`config.mk`:
```
export PLATFORM = sky130hd
export DESIGN_NAME = serial_control_register_bank
export DESIGN_NICKNAME = d
export VERILOG_FILES = /design/src/serial_control_pkg.sv /design/src/serial_control_register_bank.sv
export SDC_FILE = /design/constraint.sdc
export NUM_CORES = 1
export LEC_CHECK = 0
export ABC_AREA = 1
export CAP_MARGIN = 5
export CORE_MARGIN = 2
export CORE_UTILIZATION = 45
export DETAILED_ROUTE_END_ITERATION = 10
export DONT_BUFFER_PORTS = 1
export GPL_TIMING_DRIVEN = 0
export PLACE_DENSITY_LB_ADDON = 0.25
export RECOVER_POWER = 50
export SYNTH_ARGS = -nofsm -noshare
export SYNTH_HDL_FRONTEND = slang
export SYNTH_SLANG_ARGS = --single-unit
```
`constraint.sdc`:
```
create_clock -name i_clk -period 3.1 [get_ports i_clk]
set_clock_uncertainty 0.05 [all_clocks]
set_input_delay 0.155 -clock i_clk [delete_from_list [all_inputs] [get_ports i_clk]]
set_output_delay 0.155 -clock i_clk [all_outputs]
set_load 0.005 [all_outputs]
```
`src/serial_control_pkg.sv`:
```
package serial_control_pkg;

    // ------------------------------------------------------------------
    // Register indices.
    // ------------------------------------------------------------------
    localparam logic [3:0] REG_MODE_CONTROL = 4'h0;
    localparam logic [3:0] REG_DEVICE_STATUS = 4'h1;
    localparam logic [3:0] REG_TONE_ENHANCER = 4'h2;
    localparam logic [3:0] REG_CLOCK_SETTING = 4'h3;
    localparam logic [3:0] REG_DECODE_SECONDS = 4'h4;
    localparam logic [3:0] REG_AUDIO_FORMAT_INFO = 4'h5;
    localparam logic [3:0] REG_RAM_DATA_WINDOW = 4'h6;
    localparam logic [3:0] REG_RAM_POINTER = 4'h7;
    localparam logic [3:0] REG_HEADER_WORD_LOW = 4'h8;
    localparam logic [3:0] REG_HEADER_WORD_HIGH = 4'h9;
    localparam logic [3:0] REG_APP_ENTRY_ADDRESS = 4'hA;
    localparam logic [3:0] REG_OUTPUT_VOLUME = 4'hB;
    localparam logic [3:0] REG_APP_CONTROL_0 = 4'hC;

    // ------------------------------------------------------------------
    // Reset values.
    // ------------------------------------------------------------------
    localparam logic [15:0] MODE_RESET = 16'h0800;
    localparam logic [15:0] STATUS_RESET = 16'h003C;
    localparam logic [15:0] STATUS_BOOT = 16'h0038;
    localparam logic [15:0] STATUS_READY = 16'h0030;
    localparam logic [15:0] MODE_WRITE_MASK = 16'h7FFF;

    // ------------------------------------------------------------------
    // Mode control bit positions.
    // ------------------------------------------------------------------
    localparam int BIT_LEFT_INVERT = 0;
    localparam int BIT_SOFT_RESET = 2;
    localparam int BIT_EARLY_EXIT = 3;
    localparam int BIT_SOFT_POWERDOWN = 4;
    localparam int BIT_TEST_ENABLE = 5;
    localparam int BIT_STREAM_MODE = 6;
    localparam int BIT_EXTENSION_DECODE = 7;
    localparam int BIT_SAMPLE_EDGE_SELECT = 8;
    localparam int BIT_BIT_ORDER_REVERSE = 9;
    localparam int BIT_SHARED_SELECT = 10;
    localparam int BIT_NATIVE_SERIAL_MODES = 11;
    localparam int BIT_RECORD_ENABLE = 12;
    localparam int BIT_RECORD_HIGHPASS = 13;
    localparam int BIT_RECORD_SOURCE_SELECT = 14;

    // ------------------------------------------------------------------
    // Control port instructions.
    // ------------------------------------------------------------------
    localparam logic [7:0] OP_WRITE = 8'h02;
    localparam logic [7:0] OP_READ = 8'h03;

    // ------------------------------------------------------------------
    // Busy times after a write, in internal clock cycles.
    // ------------------------------------------------------------------
    localparam int BUSY_W = 15;
    localparam int BUSY_MODE_CLK = 70;
    localparam int BUSY_STATUS_CLK = 40;
    localparam int BUSY_TONE_CLK = 2100;
    localparam int BUSY_SECONDS_CLK = 40;
    localparam int BUSY_AUDIO_CLK = 3200;
    localparam int BUSY_RAM_CLK = 80;
    localparam int BUSY_APP_ENTRY_CLK = 3200;
    localparam int BUSY_VOLUME_CLK = 2100;
    localparam int BUSY_APP_CTRL_CLK = 50;
    localparam int BUSY_CLOCK_XTAL = 11000;
    localparam int BUSY_SOFT_RESET_XTAL = 16600;

    // ------------------------------------------------------------------
    // Status settle time.
    // ------------------------------------------------------------------
    localparam int CLK_KHZ = 20000;
    localparam int STATUS_SETTLE_MS = 100;
    localparam int STATUS_SETTLE_CYCLES = STATUS_SETTLE_MS * CLK_KHZ;

endpackage

```
`src/serial_control_register_bank.sv`:
```
`timescale 1ns/1ps

module serial_control_register_bank
    import serial_control_pkg::*;
#(
    parameter int CLOCK_BUSY_CYCLES = BUSY_CLOCK_XTAL,
    parameter int RESET_BUSY_CYCLES = BUSY_SOFT_RESET_XTAL,
    parameter int SETTLE_CYCLES = STATUS_SETTLE_CYCLES
) (
    // Clock and reset.
    input wire logic i_clk,
    input wire logic i_reset,
    // Control port pins.
    input wire logic i_select_n,
    input wire logic i_sclk,
    input wire logic i_si,
    output logic o_so,
    output logic o_so_oe,
    // Data request pin and its sources.
    input wire logic i_buffer_ready,
    input wire logic i_app_running,
    output logic o_data_request,
    // Decoder status inputs.
    input wire logic i_header_valid,
    input wire logic [15:0] i_header_low,
    input wire logic [15:0] i_header_high,
    input wire logic i_early_exit_done,
    // Mode controls toward the decoder and data port.
    output logic o_left_invert,
    output logic o_soft_reset_pulse,
    output logic o_early_exit,
    output logic o_soft_powerdown,
    output logic o_test_enable,
    output logic o_stream_mode,
    output logic o_extension_decode,
    output logic o_sample_falling_edge,
    output logic o_lsb_first,
    output logic o_shared_select,
    output logic o_record_start_pulse,
    output logic o_record_highpass,
    output logic o_record_line_input,
    // Register contents used elsewhere.
    output logic [15:0] o_tone_enhancer,
    output logic [15:0] o_clock_setting,
    output logic [15:0] o_output_volume,
    output logic [15:0] o_app_entry_address
);

    // ------------------------------------------------------------------
    // Types and state.
    // ------------------------------------------------------------------
    localparam int SETTLE_W = $clog2(SETTLE_CYCLES + 1);

    typedef enum logic [4:0] {
        ST_IDLE = 5'b00001,
        ST_CMD = 5'b00010,
        ST_ADDR = 5'b00100,
        ST_DATA = 5'b01000,
        ST_HOLD = 5'b10000
    } spi_state_type;

    typedef struct packed {
        spi_state_type state;
        logic [3:0] cnt;
        logic sclk_m;
        logic sclk_s;
        logic sclk_d;
        logic sel_m;
        logic sel_s;
        logic si_m;
        logic si_s;
        logic [7:0] opcode;
        logic [7:0] addr;
        logic [15:0] shift;
        logic [15:0] out_shift;
        logic so;
        logic so_oe;
        logic [15:0][15:0] regs;
        logic [BUSY_W-1:0] busy;
        logic status_boot;
        logic status_settling;
        logic [SETTLE_W-1:0] settle_cnt;
        logic reset_pulse;
        logic record_pulse;
    } bank_state_type;

    bank_state_type state_reg;
    bank_state_type state_next;
    logic wr_commit;
    logic [7:0] wr_addr;
    logic [15:0] wr_data;

    // Busy time for a write to one index.
    function automatic logic [BUSY_W-1:0] busy_time(
        input logic [3:0] idx,
        input logic [15:0] data
    );
        logic [BUSY_W-1:0] t;
        t = BUSY_W'(BUSY_APP_CTRL_CLK);
        case (idx)
            REG_MODE_CONTROL: begin
                if (data[BIT_SOFT_RESET]) begin
                    t = BUSY_W'(RESET_BUSY_CYCLES);
                end else begin
                    t = BUSY_W'(BUSY_MODE_CLK);
                end
            end
            REG_DEVICE_STATUS: t = BUSY_W'(BUSY_STATUS_CLK);
            REG_TONE_ENHANCER: t = BUSY_W'(BUSY_TONE_CLK);
            REG_CLOCK_SETTING: t = BUSY_W'(CLOCK_BUSY_CYCLES);
            REG_DECODE_SECONDS: t = BUSY_W'(BUSY_SECONDS_CLK);
            REG_AUDIO_FORMAT_INFO: t = BUSY_W'(BUSY_AUDIO_CLK);
            REG_RAM_DATA_WINDOW: t = BUSY_W'(BUSY_RAM_CLK);
            REG_RAM_POINTER: t = BUSY_W'(BUSY_RAM_CLK);
            REG_APP_ENTRY_ADDRESS: t = BUSY_W'(BUSY_APP_ENTRY_CLK);
            REG_OUTPUT_VOLUME: t = BUSY_W'(BUSY_VOLUME_CLK);
            default: t = BUSY_W'(BUSY_APP_CTRL_CLK);
        endcase
        return t;
    endfunction

    // ------------------------------------------------------------------
    // Next state.
    // ------------------------------------------------------------------
    // Synchronises the pins, runs the serial frame and updates registers.
    always_comb begin
        logic rise;
        logic fall;
        logic [15:0] word;
        state_next = state_reg;
        wr_commit = 1'b0;
        wr_addr = state_reg.addr;
        wr_data = 16'h0000;
        word = {state_reg.shift[14:0], state_reg.si_s};
        rise = state_reg.sclk_s & ~state_reg.sclk_d;
        fall = ~state_reg.sclk_s & state_reg.sclk_d;
        state_next.sclk_m = i_sclk;
        state_next.sclk_s = state_reg.sclk_m;
        state_next.sclk_d = state_reg.sclk_s;
        state_next.sel_m = i_select_n;
        state_next.sel_s = state_reg.sel_m;
        state_next.si_m = i_si;
        state_next.si_s = state_reg.si_m;
        state_next.reset_pulse = 1'b0;
        state_next.record_pulse = 1'b0;

        // Busy countdown; the soft reset bit drops as the wait ends.
        if (state_reg.busy != '0) begin
            state_next.busy = state_reg.busy - BUSY_W'(1);
            if (state_reg.busy == BUSY_W'(1)) begin
                state_next.regs[REG_MODE_CONTROL][BIT_SOFT_RESET] = 1'b0;
            end
        end

        // Status leaves its reset value at once, then settles later.
        if (state_reg.status_boot) begin
            state_next.status_boot = 1'b0;
            state_next.regs[REG_DEVICE_STATUS] = STATUS_BOOT;
        end else if (state_reg.status_settling) begin
            if (state_reg.settle_cnt == SETTLE_W'(SETTLE_CYCLES - 1)) begin
                state_next.status_settling = 1'b0;
                state_next.regs[REG_DEVICE_STATUS] = STATUS_READY;
            end else begin
                state_next.settle_cnt = state_reg.settle_cnt + SETTLE_W'(1);
            end
        end

        // Header words come from the decoder, or are cleared by soft reset; early exit clears only the high word.
        if (i_header_valid) begin
            state_next.regs[REG_HEADER_WORD_LOW] = i_header_low;
            state_next.regs[REG_HEADER_WORD_HIGH] = i_header_high;
        end

        // Early exit finished: drop the request and the high header word.
        if (i_early_exit_done &&
                state_reg.regs[REG_MODE_CONTROL][BIT_EARLY_EXIT]) begin
            state_next.regs[REG_MODE_CONTROL][BIT_EARLY_EXIT] = 1'b0;
            state_next.regs[REG_HEADER_WORD_HIGH] = 16'h0000;
        end

        // Serial frame: instruction, index, then sixteen data bits.
        if (state_reg.sel_s) begin
            state_next.state = ST_IDLE;
            state_next.cnt = 4'h0;
            state_next.so_oe = 1'b0;
            state_next.so = 1'b0;
        end else begin
            case (state_reg.state)
                ST_IDLE: begin
                    state_next.state = ST_CMD;
                    state_next.cnt = 4'h0;
                end
                ST_CMD: begin
                    if (rise) begin
                        state_next.shift = word;
                        state_next.cnt = state_reg.cnt + 4'h1;
                        if (state_reg.cnt == 4'h7) begin
                            state_next.opcode = word[7:0];
                            state_next.state = ST_ADDR;
                            state_next.cnt = 4'h0;
                        end
                    end
                end
                ST_ADDR: begin
                    if (rise) begin
                        state_next.shift = word;
                        state_next.cnt = state_reg.cnt + 4'h1;
                        if (state_reg.cnt == 4'h7) begin
                            state_next.addr = word[7:0];
                            state_next.state = ST_DATA;
                            state_next.cnt = 4'h0;
                            state_next.so_oe = (state_reg.opcode == OP_READ);
                            state_next.out_shift = 16'h0000;
                            if (word[7:4] == 4'h0) begin
                                state_next.out_shift =
                                    state_reg.regs[word[3:0]];
                            end
                        end
                    end
                end
                ST_DATA: begin
                    if (fall && state_reg.so_oe) begin
                        state_next.so = state_reg.out_shift[15];
                        state_next.out_shift =
                            {state_reg.out_shift[14:0], 1'b0};
                    end
                    if (rise) begin
                        state_next.shift = word;
                        state_next.cnt = state_reg.cnt + 4'h1;
                        if (state_reg.cnt == 4'hF) begin
                            state_next.state = ST_HOLD;
                            wr_commit = (state_reg.opcode == OP_WRITE);
                            wr_data = word;
                        end
                    end
                end
                ST_HOLD: begin
                    // Extra clocks are ignored until select rises.
                    state_next.so_oe = 1'b0;
                end
                default: begin
                    state_next.state = ST_IDLE;
                end
            endcase
        end

        // Register write: header words and out-of-range indices ignored.
        if (wr_commit && wr_addr[7:4] == 4'h0 &&
                wr_addr[3:0] != REG_HEADER_WORD_LOW &&
                wr_addr[3:0] != REG_HEADER_WORD_HIGH) begin
            state_next.busy = busy_time(wr_addr[3:0], wr_data);
            if (wr_addr[3:0] == REG_MODE_CONTROL) begin
                state_next.regs[REG_MODE_CONTROL] =
                    wr_data & MODE_WRITE_MASK;
                if (wr_data[BIT_SOFT_RESET]) begin
                    state_next.reset_pulse = 1'b1;
                    state_next.regs[REG_DECODE_SECONDS] = 16'h0000;
                    state_next.regs[REG_HEADER_WORD_LOW] = 16'h0000;
                    state_next.regs[REG_HEADER_WORD_HIGH] = 16'h0000;
                    state_next.record_pulse =
                        wr_data[BIT_RECORD_ENABLE];
                end
            end else begin
                state_next.regs[wr_addr[3:0]] = wr_data;
                if (wr_addr[3:0] == REG_DEVICE_STATUS) begin
                    state_next.status_settling = 1'b0;
                    state_next.status_boot = 1'b0;
                end
            end
        end
    end

    // ------------------------------------------------------------------
    // State register.
    // ------------------------------------------------------------------
    // Synchronous reset loads constants only.
    always_ff @(posedge i_clk) begin
        if (i_reset) begin
            state_reg <= '0;
            state_reg.state <= ST_IDLE;
            state_reg.sel_m <= 1'b1;
            state_reg.sel_s <= 1'b1;
            state_reg.regs[REG_MODE_CONTROL] <= MODE_RESET;
            state_reg.regs[REG_DEVICE_STATUS] <= STATUS_RESET;
            state_reg.status_boot <= 1'b1;
            state_reg.status_settling <= 1'b1;
        end else begin
            state_reg <= state_next;
        end
    end

    // ------------------------------------------------------------------
    // Outputs.
    // ------------------------------------------------------------------
    // Data request is low while busy, while an app routine runs, or while
    // it was already held low by the buffer.
    assign o_data_request = (state_reg.busy == '0) & i_buffer_ready &
                            ~i_app_running;
    assign o_so = state_reg.so;
    assign o_so_oe = state_reg.so_oe;
    assign o_soft_reset_pulse = state_reg.reset_pulse;
    assign o_record_start_pulse = state_reg.record_pulse;

    // Mode controls come straight from the mode register; shared select also needs the native serial modes bit.
    assign o_left_invert =
        state_reg.regs[REG_MODE_CONTROL][BIT_LEFT_INVERT];
    assign o_early_exit = state_reg.regs[REG_MODE_CONTROL][BIT_EARLY_EXIT];
    assign o_soft_powerdown =
        state_reg.regs[REG_MODE_CONTROL][BIT_SOFT_POWERDOWN];
    assign o_test_enable =
        state_reg.regs[REG_MODE_CONTROL][BIT_TEST_ENABLE];
    assign o_stream_mode =
        state_reg.regs[REG_MODE_CONTROL][BIT_STREAM_MODE];
    assign o_extension_decode =
        state_reg.regs[REG_MODE_CONTROL][BIT_EXTENSION_DECODE];
    assign o_sample_falling_edge =
        state_reg.regs[REG_MODE_CONTROL][BIT_SAMPLE_EDGE_SELECT];
    assign o_lsb_first =
        state_reg.regs[REG_MODE_CONTROL][BIT_BIT_ORDER_REVERSE];
    assign o_shared_select =
        state_reg.regs[REG_MODE_CONTROL][BIT_SHARED_SELECT] &
        state_reg.regs[REG_MODE_CONTROL][BIT_NATIVE_SERIAL_MODES];
    assign o_record_highpass =
        state_reg.regs[REG_MODE_CONTROL][BIT_RECORD_HIGHPASS];
    assign o_record_line_input =
        state_reg.regs[REG_MODE_CONTROL][BIT_RECORD_SOURCE_SELECT];
    assign o_tone_enhancer = state_reg.regs[REG_TONE_ENHANCER];
    assign o_clock_setting = state_reg.regs[REG_CLOCK_SETTING];
    assign o_output_volume = state_reg.regs[REG_OUTPUT_VOLUME];
    assign o_app_entry_address = state_reg.regs[REG_APP_ENTRY_ADDRESS];
endmodule // serial_control_register_bank

```
=== Word level (Yosys, flattened, before mapping) ===
Cells that the tools add are included.

* Shift operators: 0
* Magnitude comparators: 3
* $add $sub $neg: 3
* Div/mod/pow operators: 0
* Multipliers: 0
* Reductions and logical operators: 35
* Muxes and demuxes: 57
* Bitwise operators: 15
* Equality and inequality tests: 31

{| class="wikitable"
|+ Operators by type and width
! kind !! count
|-
| 256-bit bitwise mux || 1
|-
| 16-bit 2-to-1 mux || 15
|-
| 177-bit 2-to-1 mux || 1
|-
| 32-bit 2-to-1 mux || 3
|-
| 48-bit 2-to-1 mux || 2
|-
| 15-bit one-hot mux with 6 select lines || 1
|-
| 16-bit binary-select mux with 4-bit select || 1
|-
| 16-bit demux with 4-bit select || 1
|-
| 15-bit 2-to-1 mux || 3
|-
| 9-bit 2-to-1 mux || 5
|-
| 22-bit 2-to-1 mux || 2
|-
| 16-bit one-hot mux with 2 select lines || 1
|-
| 31-bit 2-to-1 mux || 1
|-
| 15-bit one-hot mux with 2 select lines || 1
|-
| 5-bit one-hot mux with 5 select lines || 1
|-
| 21-bit by 1-bit adder with 21-bit output, second input constant || 1
|-
| 21-bit == test, second input constant || 1
|-
| 21-bit 2-to-1 mux || 1
|-
| 4-bit by 3-bit == test with 1-bit output, second input constant || 5
|-
| 17-bit 2-to-1 mux || 1
|-
| 8-bit by 2-bit == test with 1-bit output, second input constant || 2
|-
| 2-bit != test, second input constant || 8
|-
| 4-bit one-hot mux with 4 select lines || 1
|-
| 4-bit AND reduction || 4
|-
| other kinds (34) || 81
|}

* Bits in registers: 361
* Input port bits: 41
* Bits in latches: 0
* Memory bits (read-only): 0
* Bits in writable memories: 0
* Memories kept: 0

=== Longest topological paths before layout ===
Gate-level depths: netlist of run 1.

* Word-level depth: 10
* Mapped depth: 13
* Depth with buffers taken out: 12

=== Worst setup path after synthesis of run 1 ===
OpenSTA, ideal clock, no wires.

* Kind: register to register
* From: reg state_reg[353] in the netlist's numbering
* To: reg state_reg[198] in the netlist's numbering
* Setup slack: 1,121 ps
* Library setup time: 134 ps
* Data arrival time: 1,796 ps
* Period minus slack after synthesis: 1,979 ps
* Required time: 2,916 ps
* Cell stages (with the launch flop): 12
* Cells stage by stage: dfxtp_1 ha_1 nand2_1 nor2_4 inv_2 nor2_1 nand2_1 inv_1 nand2_1 nor2_2 buf_2 nor4_1

* Word-level cells in the longest chain between the ends: 9
* Elaborated cells between the ends (all ways): 16
* Classes of those cells: 1 x eq/ne; 12 x mux; 3 x reduce/logical

{| class="wikitable"
|+ RTL lines
! item !! line !! RTL
|-
| from (decl) || serial_control_register_bank.sv:87 || <nowiki>bank_state_type state_reg;</nowiki>
|-
| from (signal assigned) || serial_control_register_bank.sv:288 || <nowiki>state_reg <= state_next;</nowiki>
|-
| 4-bit == test * || serial_control_register_bank.sv:230 || <nowiki>if (state_reg.cnt == 4'hF) begin</nowiki>
|-
| 1-bit 2-to-1 mux || serial_control_register_bank.sv:230 ||
|-
| 1-bit 2-to-1 mux || serial_control_register_bank.sv:227 || <nowiki>if (rise) begin</nowiki>
|-
| 1-bit 2-to-1 mux || serial_control_register_bank.sv:188 || <nowiki>case (state_reg.state)</nowiki>
|-
| 1-bit 2-to-1 mux || serial_control_register_bank.sv:182 || <nowiki>if (state_reg.sel_s) begin</nowiki>
|-
| 1-bit logical AND (2 in series) || serial_control_register_bank.sv:248 || <nowiki>if (wr_commit && wr_addr[7:4] == 4'h0 &&</nowiki>
|-
| 1-bit logical AND || serial_control_register_bank.sv:249 || <nowiki>wr_addr[3:0] != REG_HEADER_WORD_LOW &&</nowiki>
|-
| 177-bit 2-to-1 mux * || serial_control_register_bank.sv:248 ||
|}

Mark *: on every way between the ends. The rest lies on a longest branch, timed or not.
A chain may end at the register's enable or synchronous reset.

=== Worst setup path after layout of run 1 ===
* From: reg state_reg[358] in the netlist's numbering
* To: reg state_reg[63] in the netlist's numbering

* Word-level cells in the longest chain between the ends: 7
* Elaborated cells between the ends (all ways): 11
* Classes of those cells: 1 x eq/ne; 7 x mux; 3 x reduce/logical

{| class="wikitable"
|+ RTL lines
! item !! line
|-
| 5-bit by 4-bit == test with 1-bit output * || serial_control_register_bank.sv:188
|-
| 1-bit 2-to-1 mux || serial_control_register_bank.sv:188
|-
| 1-bit 2-to-1 mux || serial_control_register_bank.sv:182
|-
| 1-bit logical AND (2 in series) || serial_control_register_bank.sv:248
|-
| 1-bit logical AND || serial_control_register_bank.sv:249
|-
| 177-bit 2-to-1 mux * || serial_control_register_bank.sv:248
|}

Marks and branches as above.

==> reports/qor.csv, run 1 <==
stage,metric,value,unit
status,status,completed,
final_layout,diode count,0,
logic_synthesis,Yosys Warn Count,0,
timing,Fmax,0.336,GHz
logic_synthesis,syn_area_per_cell,6.89,sq um
pwr,Leak,8.29,nW
clocking,root buffer cell,clkbuf_16,
placed_design,Post-DP HPWL,52.4,mm
critical_path,Worst setup EP type,flop,
logic_synthesis,syn nets,2596,
final_layout,"Design Area, Final",20100,sq um
logic_synthesis,Unique masters post-synth,41,
clocking,"CTS clk-pin slew, worst paths",0.06,ns
min_path,Hold Path Class,in -> reg,
die,DIE AREA,40700,sq um
logic_synthesis,simple-gate portion of the synthesized area,27.6,%
logic_synthesis,mux share of post-synthesis cell area,0.854,%
clocking,H-tree depth,2,
timing,Slew HR,13.1,%
timing,Setup Viol. Count Final,0,
die,Die Wd,202,um
logic_synthesis,post-synth top area cell,dfxtp_1,
timing,final worst-path setup slack,0.121,ns
min_path,Hold Path Cell Cnt,1,
drt,Vias/cell,5.79,
clocking,clock tree buffer depth,3,
timing,setup TNS,0,ns
critical_path,"Arr. time, crit path",3.43,ns
final_layout,fin nets,2680,
final_layout,max reg flops,271,
logic_synthesis,ys async rst share,0,%
placed_design,input/output buffers,0,
grt,Tot GR Track Use,33.8,%
placed_design,GPL Wtd Cong,1.03,
grt,first-pass GRT wire length,104,mm
logic_synthesis,Mapped Area,17600,sq um
timing,Period minus WS final,2.98,ns
grt,GRT overflow,0,
critical_path,crit start category,flop,
grt,vias in the first global route,17000,
timing,max-slew violations,0,
logic_synthesis,Synth Flop Type,dfxtp_1,
pwr,VDD IR max,0.000375,V
logic_synthesis,number of flops mapped to enable cells by yosys,0,
pwr,P per Cell Area,576,nW/um^2
clocking,CTS sink cnt,361,
final_layout,most frequent cells in the layout,"nor2_1, dfxtp_1, o21ai_0, nand2_1, a21oi_1",
die,row cnt,72,
logic_synthesis,Cells after Synth,2550,
final_layout,layout cells sized above 1,7.57,%
clocking,CTS tree,done,
logic_synthesis,Synth Area in XOR/XNOR,0.996,%
logic_synthesis,top cell type's share of synthesized area,41.1,%
die,DIE HEIGHT,202,um
drt,wire per inst,22.1,um
placed_design,"worst slack, placed",0.180,ns
clocking,TritonCTS Buffers,42,
drt,DRT antenna net count,0,
drt,DRT Pass-1 Iters,7,
logic_synthesis,Synth Area in Compound Gates,18.6,%
min_path,Hold EP,state_reg[24],
min_path,hold path start,i_reset,
logic_synthesis,sequential-to-total area share from yosys stat,41.1,%
drt,# DRC,0,
final_layout,"commonest non-fill, non-tap cell in the layout",nor2_1,
critical_path,cells along the critical path,"nor2_1, nand3_2, nor2_1, nand4_1, nor2_1, inv_1, buf_2, a21oi_1",
final_layout,P&R area growth vs syn,14.1,%
grt,largest net degree at the start of global routing,14,
die,io pins,121,
critical_path,Crit-path slowest cell,nor2_1,
logic_synthesis,largest family of logic cells by synthesized area,simple AND/OR/NAND/NOR gates,
critical_path,Worst Path Required,3.55,ns
drt,DR vias,18500,
logic_synthesis,Seq cells post-synth,361,
clocking,Post-CTS Setup Inserts,0,
critical_path,"Max FO, Critical Path",10,
grt,antenna violations before repair,0,
timing,RSZ-0062 raised after global routing,yes,
critical_path,Most Frequent Cell on Critical Path,nor2_1,
drt,drt total wl,70.5,mm
critical_path,Worst R2R Setup Slack,0.12,ns
timing,"Hold Vio Cnt, Final",0,
logic_synthesis,synth top area cells,"dfxtp_1, nor2_1, o21ai_0",
critical_path,FF-to-FF End,state_reg[63],
die,core footprint,38600,sq um
drt,Initial DRC Count,2195,
final_layout,Fillers,3906,
critical_path,R2R Path Start,state_reg[358],
critical_path,critical path type,reg -> reg,
pwr,Overall Power,11.6,mW
run,Max-Cap Viols,0,
die,starting density of the core,45.5,%
critical_path,Max stage delay on crit path,0.54,ns
timing,Worst Tran Pin Value,1.30,ns
timing,Tcrit/Tclk final,96.1,%
clocking,worst skew pair latency,0.60,ns
placed_design,DP Area,18300,sq um
critical_path,Reg2Reg Depth,8,
logic_synthesis,Adder-Cell Fraction of Synth Area,0.356,%
-- power by group --
| group | internal (mW) | total (mW) | switching (mW) | leakage [nW] |
|---|---|---|---|---|
| registers | 4.77 | 4.87 | 0.0960 | 2.92 |
| clock network | 3.32 | 5.43 | 2.11 | 0.740 |
| logic | 0.417 | 1.25 | 0.837 | 4.63 |
| total | 8.51 | 11.6 | 3.04 | 8.29 |
-- synthesized netlist by cell type, types with 4 or more instances --
| master | n |
|---|---|
| nor3_1 | 56 |
| a21oi_1 | 202 |
| nor2_2 | 9 |
| dfxtp_1 | 361 |
| inv_2 | 17 |
| clkbuf_1 | 115 |
| buf_2 | 23 |
| or2_2 | 4 |
| nand2_1 | 281 |
| buf_1 | 12 |
| xor2_1 | 17 |
| nor2_1 | 532 |
| nor3_2 | 13 |
| nor3_4 | 8 |
| o21ai_0 | 354 |
| ha_1 | 5 |
| inv_1 | 172 |
| nand4_1 | 27 |
| buf_4 | 65 |
| nand3_1 | 144 |
| nor4_1 | 23 |
| o21ai_1 | 15 |
| o211ai_1 | 49 |
| mux2i_1 | 15 |
| nor2_4 | 4 |
-- area by class of cell --
type | instances | area (sq um) | area share (%)
Clock buffer | 59 | 1210 | 6.06
Sequential cell | 361 | 7230 | 36.0
Multi-Input combinational cell | 1778 | 8510 | 42.4
Clock inverter | 18 | 287 | 1.43
Inverter | 192 | 721 | 3.59
Timing Repair Buffer | 40 | 403 | 2.01
Tap cell | 518 | 648 | 3.23
Buffer | 219 | 1050 | 5.24
-- critical path: cells and delay by family, from the launching register on --
kind                   cells  cell delay (ns)
AOI/OAI and AO/OA          1             0.14
buffers and inverters      2             0.54
DFF                        1             0.33
and+or+nand+nor            5             1.84
-- worst max path at each step --
stage	slack (ns)	end	start	depth (start not counted)
finish	0.12	state_reg[63]	state_reg[358]	8
global route	-0.03	o_app_entry_address[13]	state_reg[353]	8
CTS	0.14	state_reg[66]	state_reg[353]	8
detailed placement	0.18	state_reg[66]	state_reg[353]	8
global placement	0.05	o_app_entry_address[0]	state_reg[346]	7
floorplan	1.12	state_reg[198]	state_reg[353]	11
-- stage by stage --
stage / hold WS, ns / instances / utilization (%)
after global routing: 0.113 / 3185 / 51.9
after CTS: 0.0990 / 3185 / 52.1
final: 0.131 / 3185 / 51.9
after floorplan: 0.133 / 2550 / -
after detailed placement: 0.133 / 3070 / 47.3
after global placement: 0.133 / 3068 / 47.2
-- cells by family (layout without fill, tap and decap cells) --
kind of cell,after synthesis,in the layout
AOI/OAI and AO/OA,627,627
xor gates and xnor gates,20,20
adders and majority gates,5,5
buffers and inverters,411,528
DFF,361,361
muxes,15,15
and+or+nand+nor,1111,1111
-- routing by layer --
metal | share of wire [%] | track usage, %
met1 | 42 | 45.7
met2 | 44 | 52.0
met3 | 8.7 | 4.36
met4 | 5.8 | 19.2
met5 | 0 | 0
-- timing repair --
| item | 4_1_cts | 5_1_grt |
|---|---|---|
| gates resized for setup | 0 | 1 |
| endpoints found under the hold margin | 37 | 0 |
| setup endpoints to repair | 0 | 3 |
| hold buffers | 38 | 0 |
Power figures use the tool's default switching activity.
==> run 2, diff against run 1 <==
Settings changed: PLACE_DENSITY set to 0.71, PLACE_DENSITY_LB_ADDON 0.25 to not set.
==> reports/qor.csv, run 2 (synthesis results as in run 1) <==
stage,metric,value,unit,change
placed_design,GPL Wtd Cong,1.10,,+6.2%
pwr,VDD IR max,0.000437,V,+16%
die,DIE HEIGHT,202,um,unchanged
die,DIE AREA,40700,sq um,unchanged
min_path,Hold EP,state_reg[24],,
grt,antenna violations before repair,1,,+1
critical_path,Reg2Reg Depth,8,,unchanged
placed_design,input/output buffers,0,,unchanged
critical_path,cells along the critical path,"ha_1, nand2_1, nor2_4, inv_2, buf_1, nor3_2, o21ai_0, a21oi_1",,
timing,Worst Tran Pin Value,1.35,ns,+0.0501 ns
final_layout,diode count,0,,unchanged
critical_path,Worst Path Required,3.54,ns,about the same
placed_design,Post-DP HPWL,51.9,mm,-0.80%
critical_path,Worst R2R Setup Slack,0.04,ns,-0.08 ns
timing,Period minus WS final,3.06,ns,+0.0763 ns
min_path,Hold Path Cell Cnt,1,,unchanged
critical_path,FF-to-FF End,state_reg[70],,
grt,vias in the first global route,17100,,+0.41%
die,core footprint,38600,sq um,unchanged
clocking,TritonCTS Buffers,41,,-2.4%
final_layout,most frequent cells in the layout,"nor2_1, dfxtp_1, o21ai_0, nand2_1, a21oi_1",,
timing,setup TNS,0,ns,unchanged
clocking,CTS sink cnt,361,,unchanged
timing,final hold slack,0.156,ns,+0.0246 ns
placed_design,DP Area,18300,sq um,about the same
final_layout,Fillers,3798,,-2.8%
die,Die Wd,202,um,unchanged
critical_path,Crit-path slowest cell,nor3_2,,
timing,Fmax,0.327,GHz,-2.5%
drt,# DRC,0,,unchanged
clocking,worst skew pair latency,0.57,ns,-0.03 ns
final_layout,Post-Route Utilization,51.4,%,-0.48 points
critical_path,Max stage delay on crit path,1.12,ns,+0.58 ns
pwr,Leak,8.26,nW,-0.35%
critical_path,"Max FO, Critical Path",10,,unchanged
drt,DRT Pass-1 Iters,6,,-1
critical_path,critical path type,reg -> reg,,
timing,Setup Viol. Count Final,0,,unchanged
die,starting density of the core,45.5,%,unchanged
grt,GRT overflow,0,,unchanged
critical_path,"Arr. time, crit path",3.50,ns,+0.07 ns
timing,"Hold Vio Cnt, Final",0,,unchanged
critical_path,Top delay family on crit path,simple AND/OR/NAND/NOR gates,,
run,Max-Cap Viols,0,,unchanged
timing,RSZ-0062 raised after global routing,yes,,
timing,Slew HR,9.76,%,-3.4 points
final_layout,layout cells sized above 1,7.56,%,-0.015 points
clocking,H-tree depth,2,,unchanged
clocking,root buffer cell,clkbuf_16,,
timing,Tcrit/Tclk final,98.6,%,+2.5 points
grt,largest net degree at the start of global routing,13,,-1
critical_path,R2R Path Start,state_reg[353],,
drt,Vias/cell,5.80,,+0.14%
final_layout,"Design Area, Final",19900,sq um,-0.92%
clocking,CTS tree,done,,
final_layout,fin nets,2680,,unchanged
critical_path,crit start category,flop,,
drt,Initial DRC Count,2355,,+7.3%
grt,Tot GR Track Use,33.4,%,-0.33 points
min_path,Hold Path Class,in -> reg,,
critical_path,Worst setup EP type,flop,,
min_path,hold path start,i_reset,,
final_layout,max reg flops,271,,unchanged
status,status,completed,,
pwr,P per Cell Area,549,nW/um^2,-4.7%
drt,DR vias,18400,,-0.11%
drt,wire per inst,21.8,um,-1.4%
clocking,clock tree buffer depth,3,,unchanged
die,row cnt,72,,unchanged
clocking,"CTS clk-pin slew, worst paths",0.06,ns,about the same
final_layout,P&R area growth vs syn,13.1,%,
drt,DRT antenna net count,0,,unchanged
final_layout,"commonest non-fill, non-tap cell in the layout",nor2_1,,
die,io pins,121,,unchanged
critical_path,worst path bufs/invs,2,,unchanged
grt,first-pass GRT wire length,104,mm,-0.52%
timing,max-slew violations,0,,unchanged
drt,drt total wl,69.3,mm,-1.7%
## run 2: through the flow
step,power (mW),setup slack [ns],instances
after floorplan,5.81,1.12,2550
after global placement,6.12,0.0925,3068
after detailed placement,6.15,0.173,3071
after CTS,10.9,0.154,3177
after global routing,11.3,-0.0367,3177
final,10.9,0.0447,3177
## run 2: worst max-delay path by stage
| stage | startpoint | end | depth (start not counted) |
|---|---|---|---|
| global route | state_reg[353] | state_reg[70] | 8 |
| finish | state_reg[353] | state_reg[70] | 8 |
| floorplan | state_reg[353] | state_reg[198] | 11 |
| global placement | state_reg[353] | state_reg[68] | 8 |
| detailed placement | state_reg[353] | state_reg[69] | 8 |
| CTS | state_reg[353] | state_reg[69] | 8 |
## run 2: cell type report
cell class | instances | area (sq um) | area share [%]
Timing Repair Buffer | 41 | 404 | 2.03
Sequential cell | 361 | 7230 | 36.4
Buffer | 219 | 1050 | 5.29
Multi-Input combinational cell | 1778 | 8530 | 42.9
Clock inverter | 13 | 148 | 0.743
Clock buffer | 55 | 1150 | 5.78
Tap cell | 518 | 648 | 3.26
Inverter | 192 | 721 | 3.63
## run 2: worst register-to-register path, delay by kind of cell, from the launching register on
family | cells | cell delay (ns)
adders and majority gates | 1 | 0.21
DFF | 1 | 0.37
buffers and inverters | 2 | 0.48
AOI/OAI and AO/OA | 2 | 0.40
and+or+nand+nor | 3 | 1.48
## run 2: power by group
group          leakage [nW]  internal [mW]  total (mW)  switching, mW
clock network         0.639           2.76        4.78           2.02
registers              2.92           4.77        4.86         0.0945
logic                  4.70          0.419        1.26          0.841
## run 2: timing repair
action / 4_1_cts / 5_1_grt
setup endpoints to repair: 0 / 4
hold endpoints to repair: 37 / 0
gates resized for setup: 0 / 1
hold buffers: 38 / 0
setup buffers: 0 / 0
## run 2: per-layer routing
metal	wire (um)	global-route usage, %
met5	0	0
met3	6510	5.41
met1	28400	44.8
met4	4400	19.3
met2	30000	51.1
